`src/lia_defs.svh`:
```
`ifndef LIA_DEFS_SVH
`define LIA_DEFS_SVH

// ---------------------------------------------------------------
// Register addresses and pages
// ---------------------------------------------------------------
`define LIA_ADDR_CTRL_MODE   8'hC9
`define LIA_ADDR_DATA_PORT   8'hD2
`define LIA_ADDR_POINTER     8'hD3
`define LIA_PAGE_CTRL_MODE   8'h0F
`define LIA_PAGE_INDIRECT    8'h00

// ---------------------------------------------------------------
// Reset values
// ---------------------------------------------------------------
`define LIA_RST_CTRL_MODE    8'h60
`define LIA_RST_POINTER      8'h00
`define LIA_RST_CORE         8'h00
`define LIA_RST_RDATA        8'h00

// ---------------------------------------------------------------
// Control mode fields
// ---------------------------------------------------------------
`define LIA_BIT_ENABLE       7
`define LIA_BIT_MASTER       6
`define LIA_BIT_AUTO_BAUD_SELECT        5
`define LIA_CTRL_USED_MSB    7
`define LIA_CTRL_USED_LSB    5
`define LIA_CTRL_UNUSED_MSB  4
`define LIA_UNUSED_ZERO      5'h00

// ---------------------------------------------------------------
// Indirect space
// ---------------------------------------------------------------
`define LIA_NUM_CORE_REGS    15
`define LIA_BUF_FIRST_IDX    8'h00
`define LIA_BUF_LAST_IDX     8'h07
`define LIA_ID_IDX           8'h0E
`define LIA_DENIED_RDATA     8'h00

`endif

```
`src/lia_pkg.sv`:
```
package lia_pkg;

    typedef logic [7:0] lia_byte_t;

endpackage : lia_pkg

```
`src/lia_core_regs.sv`:
```
`include "lia_defs.svh"

module lia_core_regs #(
    parameter int NUM_REGS = `LIA_NUM_CORE_REGS
) (
    input  wire logic                    clk_i,        // System clock
    input  wire logic                    rst_i,        // Sync reset
    input  wire logic                    host_we_i,    // Host write
    input  wire lia_pkg::lia_byte_t      host_idx_i,   // Host index
    input  wire lia_pkg::lia_byte_t      host_wdata_i, // Host data
    input  wire logic                    eng_we_i,     // Engine write
    input  wire lia_pkg::lia_byte_t      eng_idx_i,    // Engine index
    input  wire lia_pkg::lia_byte_t      eng_wdata_i,  // Engine data
    input  wire lia_pkg::lia_byte_t      rd_idx_i,     // Read index
    output lia_pkg::lia_byte_t           rd_data_o,    // Read data
    output logic [NUM_REGS*8-1:0]        regs_flat_o   // All registers
);
    import lia_pkg::*;

    if (NUM_REGS < 1 || NUM_REGS > 256)
    begin : g_chk
        $error("NUM_REGS must be 1 to 256");
    end

    lia_byte_t mem_reg  [NUM_REGS];
    lia_byte_t mem_next [NUM_REGS];

    // ---------------------------------------------------------------
    // Storage; engine wins a same-slot collision so status is not lost
    // ---------------------------------------------------------------
    always_comb
    begin
        for (int i = 0; i < NUM_REGS; i++)
        begin
            mem_next[i] = mem_reg[i];
            if (eng_we_i && eng_idx_i == lia_byte_t'(i))
            begin
                mem_next[i] = eng_wdata_i;
            end
            else if (host_we_i && host_idx_i == lia_byte_t'(i))
            begin
                mem_next[i] = host_wdata_i;
            end
        end
    end

    always_ff @(posedge clk_i)
    begin
        for (int i = 0; i < NUM_REGS; i++)
        begin
            if (rst_i)
            begin
                mem_reg[i] <= `LIA_RST_CORE;
            end
            else
            begin
                mem_reg[i] <= mem_next[i];
            end
        end
    end

    always_comb
    begin
        rd_data_o = `LIA_DENIED_RDATA;
        for (int i = 0; i < NUM_REGS; i++)
        begin
            if (rd_idx_i == lia_byte_t'(i))
            begin
                rd_data_o = mem_reg[i];
            end
            regs_flat_o[i*8 +: 8] = mem_reg[i];
        end
    end

endmodule : lia_core_regs

```
`src/lia_indirect_access.sv`:
```
`include "lia_defs.svh"

module lia_indirect_access #(
    parameter int NUM_REGS = `LIA_NUM_CORE_REGS
) (
    input  wire logic                 clk_i,        // System clock
    input  wire logic                 rst_i,        // Sync reset
    input  wire lia_pkg::lia_byte_t   sfr_addr_i,   // SFR address
    input  wire lia_pkg::lia_byte_t   sfr_page_i,   // SFR page
    input  wire logic                 sfr_wr_i,     // Write strobe
    input  wire logic                 sfr_rd_i,     // Read strobe
    input  wire lia_pkg::lia_byte_t   sfr_wdata_i,  // Write data
    output lia_pkg::lia_byte_t        sfr_rdata_o,  // Read data
    output logic                      sfr_rvalid_o, // Read data valid
    input  wire logic                 data_request_pending_i, // Id seen
    input  wire logic                 bus_active_i, // Frame on bus
    input  wire logic                 eng_we_i,     // Engine write
    input  wire lia_pkg::lia_byte_t   eng_idx_i,    // Engine index
    input  wire lia_pkg::lia_byte_t   eng_wdata_i,  // Engine data
    output logic [NUM_REGS*8-1:0]     core_regs_o,  // Core contents
    output logic                      core_wr_o,    // Host wrote core
    output lia_pkg::lia_byte_t        core_wr_idx_o, // Written index
    output logic                      controller_enable_o, // Enable
    output logic                      master_mode_o, // Master role
    output logic                      auto_baud_select_o // Autobaud
);
    import lia_pkg::*;

    if (NUM_REGS < 1 || NUM_REGS > 256)
    begin : g_chk
        $error("NUM_REGS must be 1 to 256");
    end

    // ---------------------------------------------------------------
    // Decode
    // ---------------------------------------------------------------
    logic      sel_ptr;
    logic      sel_data;
    logic      sel_ctrl;
    logic      ptr_in_range;
    logic      gated_idx;
    logic      access_ok;
    logic      data_wr_ok;
    lia_byte_t core_rd_data;

    lia_byte_t ptr_reg;
    lia_byte_t ptr_next;
    logic [2:0] ctrl_reg;
    logic [2:0] ctrl_next;
    lia_byte_t rdata_reg;
    lia_byte_t rdata_next;
    logic      rvalid_reg;
    logic      rvalid_next;

    // Named copy so the reset value can be part-selected
    localparam lia_byte_t CTRL_RST = `LIA_RST_CTRL_MODE;

    assign sel_ptr  = sfr_addr_i == `LIA_ADDR_POINTER &&
                      sfr_page_i == `LIA_PAGE_INDIRECT;
    assign sel_data = sfr_addr_i == `LIA_ADDR_DATA_PORT &&
                      sfr_page_i == `LIA_PAGE_INDIRECT;
    assign sel_ctrl = sfr_addr_i == `LIA_ADDR_CTRL_MODE &&
                      sfr_page_i == `LIA_PAGE_CTRL_MODE;

    // Pointer beyond the last core register reaches nothing
    // Nine bits so a full 256-entry space still compares correctly
    assign ptr_in_range = {1'b0, ptr_reg} < 9'(NUM_REGS);

    assign gated_idx = (ptr_reg >= `LIA_BUF_FIRST_IDX &&
                        ptr_reg <= `LIA_BUF_LAST_IDX) ||
                       ptr_reg == `LIA_ID_IDX;

    // Slave firmware must not race the frame engine on shared bytes
    assign access_ok = master_mode_o || !gated_idx ||
                       (data_request_pending_i && !bus_active_i);

    assign data_wr_ok = sfr_wr_i && sel_data && ptr_in_range &&
                        access_ok;

    assign core_wr_o     = data_wr_ok;
    assign core_wr_idx_o = ptr_reg;

    // ---------------------------------------------------------------
    // Core register file
    // ---------------------------------------------------------------
    lia_core_regs #(
        .NUM_REGS (NUM_REGS)
    ) u_core_regs (
        .clk_i        (clk_i),
        .rst_i        (rst_i),
        .host_we_i    (data_wr_ok),
        .host_idx_i   (ptr_reg),
        .host_wdata_i (sfr_wdata_i),
        .eng_we_i     (eng_we_i),
        .eng_idx_i    (eng_idx_i),
        .eng_wdata_i  (eng_wdata_i),
        .rd_idx_i     (ptr_reg),
        .rd_data_o    (core_rd_data),
        .regs_flat_o  (core_regs_o)
    );

    // ---------------------------------------------------------------
    // Direct registers
    // ---------------------------------------------------------------
    always_comb
    begin
        ptr_next  = ptr_reg;
        ctrl_next = ctrl_reg;
        // Only a direct write moves the pointer
        if (sfr_wr_i && sel_ptr)
        begin
            ptr_next = sfr_wdata_i;
        end
        // Low bits are simply not stored
        if (sfr_wr_i && sel_ctrl)
        begin
            ctrl_next = sfr_wdata_i[`LIA_CTRL_USED_MSB:
                                    `LIA_CTRL_USED_LSB];
        end
    end

    always_ff @(posedge clk_i)
    begin
        if (rst_i)
        begin
            ptr_reg  <= `LIA_RST_POINTER;
            ctrl_reg <= CTRL_RST[`LIA_CTRL_USED_MSB:`LIA_CTRL_USED_LSB];
        end
        else
        begin
            ptr_reg  <= ptr_next;
            ctrl_reg <= ctrl_next;
        end
    end

    // ---------------------------------------------------------------
    // Read path, one cycle after the strobe
    // ---------------------------------------------------------------
    always_comb
    begin
        rdata_next  = rdata_reg;
        rvalid_next = sfr_rd_i;
        if (sfr_rd_i)
        begin
            rdata_next = `LIA_DENIED_RDATA;
            if (sel_ptr)
            begin
                rdata_next = ptr_reg;
            end
            else if (sel_ctrl)
            begin
                rdata_next = {ctrl_reg, `LIA_UNUSED_ZERO};
            end
            else if (sel_data && ptr_in_range && access_ok)
            begin
                rdata_next = core_rd_data;
            end
        end
    end

    always_ff @(posedge clk_i)
    begin
        if (rst_i)
        begin
            rdata_reg  <= `LIA_RST_RDATA;
            rvalid_reg <= 1'b0;
        end
        else
        begin
            rdata_reg  <= rdata_next;
            rvalid_reg <= rvalid_next;
        end
    end

    assign sfr_rdata_o  = rdata_reg;
    assign sfr_rvalid_o = rvalid_reg;

    // ---------------------------------------------------------------
    // Controller steering
    // ---------------------------------------------------------------
    localparam int EN_POS = `LIA_BIT_ENABLE - `LIA_CTRL_USED_LSB;
    localparam int MS_POS = `LIA_BIT_MASTER - `LIA_CTRL_USED_LSB;
    localparam int AB_POS = `LIA_BIT_AUTO_BAUD_SELECT - `LIA_CTRL_USED_LSB;

    assign controller_enable_o = ctrl_reg[EN_POS];
    assign master_mode_o       = ctrl_reg[MS_POS];
    // Autobaud is forced off in master role; stored bit still reads back
    assign auto_baud_select_o  = ctrl_reg[AB_POS] &&
                                 !ctrl_reg[MS_POS];

    // ---------------------------------------------------------------
    // Assertions
    // ---------------------------------------------------------------
    a_ptr_write: assert property (
        @(posedge clk_i) disable iff (rst_i)
        sfr_wr_i && sel_ptr |=> ptr_reg == $past(sfr_wdata_i))
        else $error("pointer write not stored");

    a_data_read: assert property (
        @(posedge clk_i) disable iff (rst_i)
        sfr_rd_i && sel_data && ptr_in_range && access_ok
        |=> sfr_rvalid_o && sfr_rdata_o == $past(core_rd_data))
        else $error("data port read wrong");

    a_data_write: assert property (
        @(posedge clk_i) disable iff (rst_i)
        data_wr_ok && !(eng_we_i && eng_idx_i == ptr_reg)
        |=> core_rd_data == $past(sfr_wdata_i))
        else $error("data port write not stored");

    a_range_write: assert property (
        @(posedge clk_i) disable iff (rst_i)
        {1'b0, ptr_reg} >= 9'(NUM_REGS) |-> !core_wr_o)
        else $error("write beyond core registers");

    a_enable_bit: assert property (
        @(posedge clk_i) disable iff (rst_i)
        sfr_wr_i && sel_ctrl
        |=> controller_enable_o == $past(sfr_wdata_i[`LIA_BIT_ENABLE]))
        else $error("enable bit wrong");

    a_mode_bit: assert property (
        @(posedge clk_i) disable iff (rst_i)
        sfr_wr_i && sel_ctrl
        |=> master_mode_o == $past(sfr_wdata_i[`LIA_BIT_MASTER]))
        else $error("mode bit wrong");

    a_auto_baud_select_master: assert property (
        @(posedge clk_i) disable iff (rst_i)
        master_mode_o |-> !auto_baud_select_o)
        else $error("autobaud active in master role");

    a_auto_baud_select_slave: assert property (
        @(posedge clk_i) disable iff (rst_i)
        sfr_wr_i && sel_ctrl && !sfr_wdata_i[`LIA_BIT_MASTER]
        |=> auto_baud_select_o == $past(sfr_wdata_i[`LIA_BIT_AUTO_BAUD_SELECT]))
        else $error("slave baud select wrong");

    a_ctrl_low_zero: assert property (
        @(posedge clk_i) disable iff (rst_i)
        sfr_rd_i && sel_ctrl
        |=> sfr_rdata_o[`LIA_CTRL_UNUSED_MSB:0] == `LIA_UNUSED_ZERO)
        else $error("unused control bits not zero");

    a_slave_gate: assert property (
        @(posedge clk_i) disable iff (rst_i)
        !master_mode_o && gated_idx &&
        (!data_request_pending_i || bus_active_i) |-> !core_wr_o)
        else $error("slave buffer write while locked");

    a_ptr_hold: assert property (
        @(posedge clk_i) disable iff (rst_i)
        (sfr_rd_i || sfr_wr_i) && sel_data && !(sfr_wr_i && sel_ptr)
        |=> $stable(ptr_reg))
        else $error("pointer moved on data access");

    a_rvalid_one: assert property (
        @(posedge clk_i) disable iff (rst_i)
        !sfr_rd_i |=> !sfr_rvalid_o)
        else $error("read valid stood too long");

    a_ptr_read: assert property (
        @(posedge clk_i) disable iff (rst_i)
        sfr_rd_i && sel_ptr |=> sfr_rdata_o == $past(ptr_reg))
        else $error("pointer read wrong");

    a_range_read: assert property (
        @(posedge clk_i) disable iff (rst_i)
        sfr_rd_i && sel_data && !ptr_in_range
        |=> sfr_rdata_o == `LIA_DENIED_RDATA)
        else $error("read beyond core registers not zero");

    a_slave_read_lock: assert property (
        @(posedge clk_i) disable iff (rst_i)
        sfr_rd_i && sel_data && !master_mode_o && gated_idx &&
        (!data_request_pending_i || bus_active_i)
        |=> sfr_rdata_o == `LIA_DENIED_RDATA)
        else $error("slave buffer read while locked");

    a_ctrl_read: assert property (
        @(posedge clk_i) disable iff (rst_i)
        sfr_rd_i && sel_ctrl
        |=> sfr_rdata_o[`LIA_BIT_ENABLE] == $past(controller_enable_o) &&
            sfr_rdata_o[`LIA_BIT_MASTER] == $past(master_mode_o))
        else $error("control read back wrong");

    a_ptr_steady: assert property (
        @(posedge clk_i) disable iff (rst_i)
        !(sfr_wr_i && sel_ptr) |=> $stable(ptr_reg))
        else $error("pointer moved without a write");

endmodule : lia_indirect_access

```
`config.mk`:
```
export PLATFORM = sky130hd
export DESIGN_NAME = lia_indirect_access
export DESIGN_NICKNAME = d
export VERILOG_FILES = /design/src/lia_pkg.sv /design/src/lia_core_regs.sv /design/src/lia_indirect_access.sv
export VERILOG_INCLUDE_DIRS = /design/src
export SDC_FILE = /design/constraint.sdc
export NUM_CORES = 1
export LEC_CHECK = 0
export ABC_AREA = 1
export BUFFER_PORTS_ARGS = -buffer_cell sky130_fd_sc_hd__buf_4
export CAP_MARGIN = 20
export CORE_MARGIN = 5
export CORE_UTILIZATION = 47
export CTS_CLUSTER_DIAMETER = 60
export DETAILED_ROUTE_END_ITERATION = 10
export GPL_TIMING_DRIVEN = 1
export HOLD_SLACK_MARGIN = 0.12
export PLACE_DENSITY = 0.73
export SYNTH_ARGS = -nofsm -noshare
export SYNTH_HDL_FRONTEND = slang
export SYNTH_SLANG_ARGS = --single-unit
```
`constraint.sdc`:
```
create_clock -name clk_i -period 5.5 [get_ports clk_i]
set_input_delay 0.275 -clock clk_i [delete_from_list [all_inputs] [get_ports clk_i]]
set_output_delay 0.275 -clock clk_i [all_outputs]
set_load 0.05 [all_outputs]
```
==> results by group <==
Global routing
  • Global-route wire length before repair: 46640 um
  • GRT overflow: 0
  • Largest net degree at the start of global routing: 69
  • Initial antenna violation count: 0
  • Gr usage total: 31.84%
  • Number of global-route vias before repair: 8246

STA
  • Max-slew violations: 0
  • Fin crit period: 2.752 ns
  • Skew final: 0.01107 ns
  • Worst-Margin Slew: 0.9177 ns
  • F_max: 363.3 MHz
  • Period utilisation layout: 50.04%
  • Final setup fails: 0
  • Hold slack: 0.1424 ns
  • Total negative slack: 0 ns
  • Hold Fails Final Rpt: 0
  • RSZ-0062 raised after global routing: false
  • Slew Limit Headroom: 38.36%

Synth
  • Yosys reg bits: 140
  • Synth unique cells: 32
  • Yosys Warn Count: 0
  • Syn nets: 1227
  • Syn_area_per_cell: 6.525 um^2
  • Sequential-to-total area share from yosys stat: 36.40%
  • Cells after Synth: 1180
  • Cell area after synthesis: 0.007700 mm^2

Clock tree
  • Post-CTS Setup Bufs: 0
  • Post-cts gate resize count: 0
  • Clk Latency, worst-skew pair: 0.44 ns
  • Clock Pin Slew Worst Setup and Hold Paths: 0.06 ns
  • # hold bufs at CTS: 0
  • CTS Buf Count: 17
  • CTS max path bufs: 2
  • Max H-tree Level: 4
  • # clock sinks: 140
  • CTS tree: done
  • Root buf cell: clkbuf_16

Layout
  • Commonest non-fill, non-tap cells in the layout: 291 x nand2_1, 196 x buf_4, 140 x dfxtp_1, 131 x o21ai_0, 123 x nand3_1
  • Fin util: 60.96%
  • Largest register FFs: 120
  • N_diodes: 0
  • NumNets Final: 1361
  • Area growth from synthesis to layout: 26.67%
  • Fraction of layout cells with a size suffix above 1: 19.52%
  • Commonest non-fill, non-tap cell in the layout: nand2_1

Setup path
  • Critical Path RT: 5.81 ns
  • CP Buf/Inv Count: 3
  • Crit end category: flop
  • Crit path cell chain: nor2_1 -> nand2_2 -> inv_2 -> nand2_1 -> inv_1 -> nand2_1 -> inv_1 -> nand2_1 -> nand3_1 -> o21ai_0 -> nand4_1 -> nor2_1 -> nand2_1 -> nand2_1 -> a21oi_1
  • Crit path top cell by count: nand2_1
  • Top Family by Delay on Critical Path: simple AND/OR/NAND/NOR gates
  • Critical path type: flop to flop
  • Max incr delay on CP: 0.40 ns
  • Max FO, Critical Path: 9
  • Worst setup SP type: flop
  • Critical path arrival: 3.07 ns
  • Worst path slowest cell: dfxtp_1

Power and ir drop
  • Combinational power share: 7.3%
  • PD cells: 255.4 mW/mm^2
  • Clock power frac: 51.7%
  • Pleak: 4.317 nW
  • Reg power frac: 41.0%
  • Internal power: 1.891 mW
  • Sw frac: 24.08%
  • Worst vdd ir: 223.5 uV
  • Power, Total: 2.491 mW
  • Sw power: 0.5998 mW

Placed design
  • Gpl congestion: 0.9115
  • HPWL Detailed: 20470 um
  • Buffers added on ports: 187

Die
  • Site row count: 46
  • DIE HEIGHT: 138.0 um
  • Die W: 138.0 um
  • Core ar.: 0.01600 mm^2
  • # IOs: 188
  • Initial Util: 48.12%
  • Area of the die: 0.01904 mm^2

Run status
  • Status: complete, no violations

Routing
  • Detailed Route Iter0 Violations: 1275
  • Post-DRT Antenna Nets: 0
  • Routed WL: 30670 um
  • First-pass DRT Iterations: 6
  • DR vias: 9303
  • Post-route DRC violation count: 0
  • Vias per cell: 6.029
  • Wire per inst: 19.88 um

Flow run
  • Max cap viols: 0

Hold path
  • Worst Hold Class: input port to flop
[kinds of logic after synthesis]
kind of cell,share of synthesized area [%]
flip-flops,36.40
buffers and inverters,8.840
AND/OR/NAND/NOR,33.98
AO/OA/AOI/OAI,20.78
[stage by stage]
stage          area (um^2)  setup slack (ns)  instances
4_1_cts               9753             2.902       1543
2_1_floorplan         7700             3.125       1180
3_5_place_dp          9104             2.598       1511
3_3_place_gp          9104             2.640       1511
5_1_grt               9753             2.567       1543
6_report              9753             2.748       1543
[layout make-up]
cell class,count,area (um^2)
clock buffer,20,456.7
clock inverter,12,192.7
fill,1539,6247
inverter,87,326.6
multi-input combinational,872,4233
sequential,140,2803
tap,216,270.3
timing repair buffer,196,1471
[layer usage]
metal,vias up,wire length [um],track usage (%)
li1,4311,-,-
met1,4244,12240,44.00
met2,639,13250,47.64
met3,109,3898,7.511
met4,0,1279,13.34
met5,-,0,0
[path summary, 6_finish.rpt]
| check | start | to | slack [ns] | cells after the start |
|---|---|---|---|---|
| worst min register to register | sfr_rdata_o[5]$_SDFFE_PP0P_ | sfr_rdata_o[5]$_SDFFE_PP0P_ | 0.47 | 2 |
| worst max register to register | core_wr_idx_o[6]$_SDFFE_PP0P_ | sfr_rdata_o[0]$_SDFFE_PP0P_ | 2.75 | 15 |
| worst max-delay path | core_wr_idx_o[6]$_SDFFE_PP0P_ | sfr_rdata_o[0]$_SDFFE_PP0P_ | 2.75 | 15 |
| worst min-delay path | rst_i | sfr_rdata_o[7]$_SDFFE_PP0P_ | 0.14 | 2 |
[cell usage after synthesis, drive strengths merged]
cell type | instances | area [um^2]
nand2 | 302 | 1161
dfxtp | 140 | 2803
o21ai | 139 | 699.4
nand3 | 123 | 615.6
a31oi | 114 | 713.2
nor2 | 103 | 394.1
inv | 85 | 319.1
clkbuf | 59 | 221.5
nand4 | 27 | 175.2
buf | 22 | 132.6
a21oi | 18 | 90.09
nor3 | 17 | 95.09
a211oi | 12 | 90.09
nor4 | 10 | 128.9
nor3b | 3 | 27.52
clkinv | 2 | 7.510
and2 | 1 | 6.260
and3 | 1 | 6.260
o21a | 1 | 7.510
or2 | 1 | 6.260
[power groups by stage]
stage	Combinational, mW	Sequential (mW)	Clock [mW]
after floorplan	0.0829	1.06	0
after global placement	0.175	1.04	0
final	0.183	1.02	1.29
after detailed placement	0.176	1.04	0
after global routing	0.192	1.02	1.33
after CTS	0.176	1.02	1.28
Note: power is estimated with default switching activity, not from simulation.
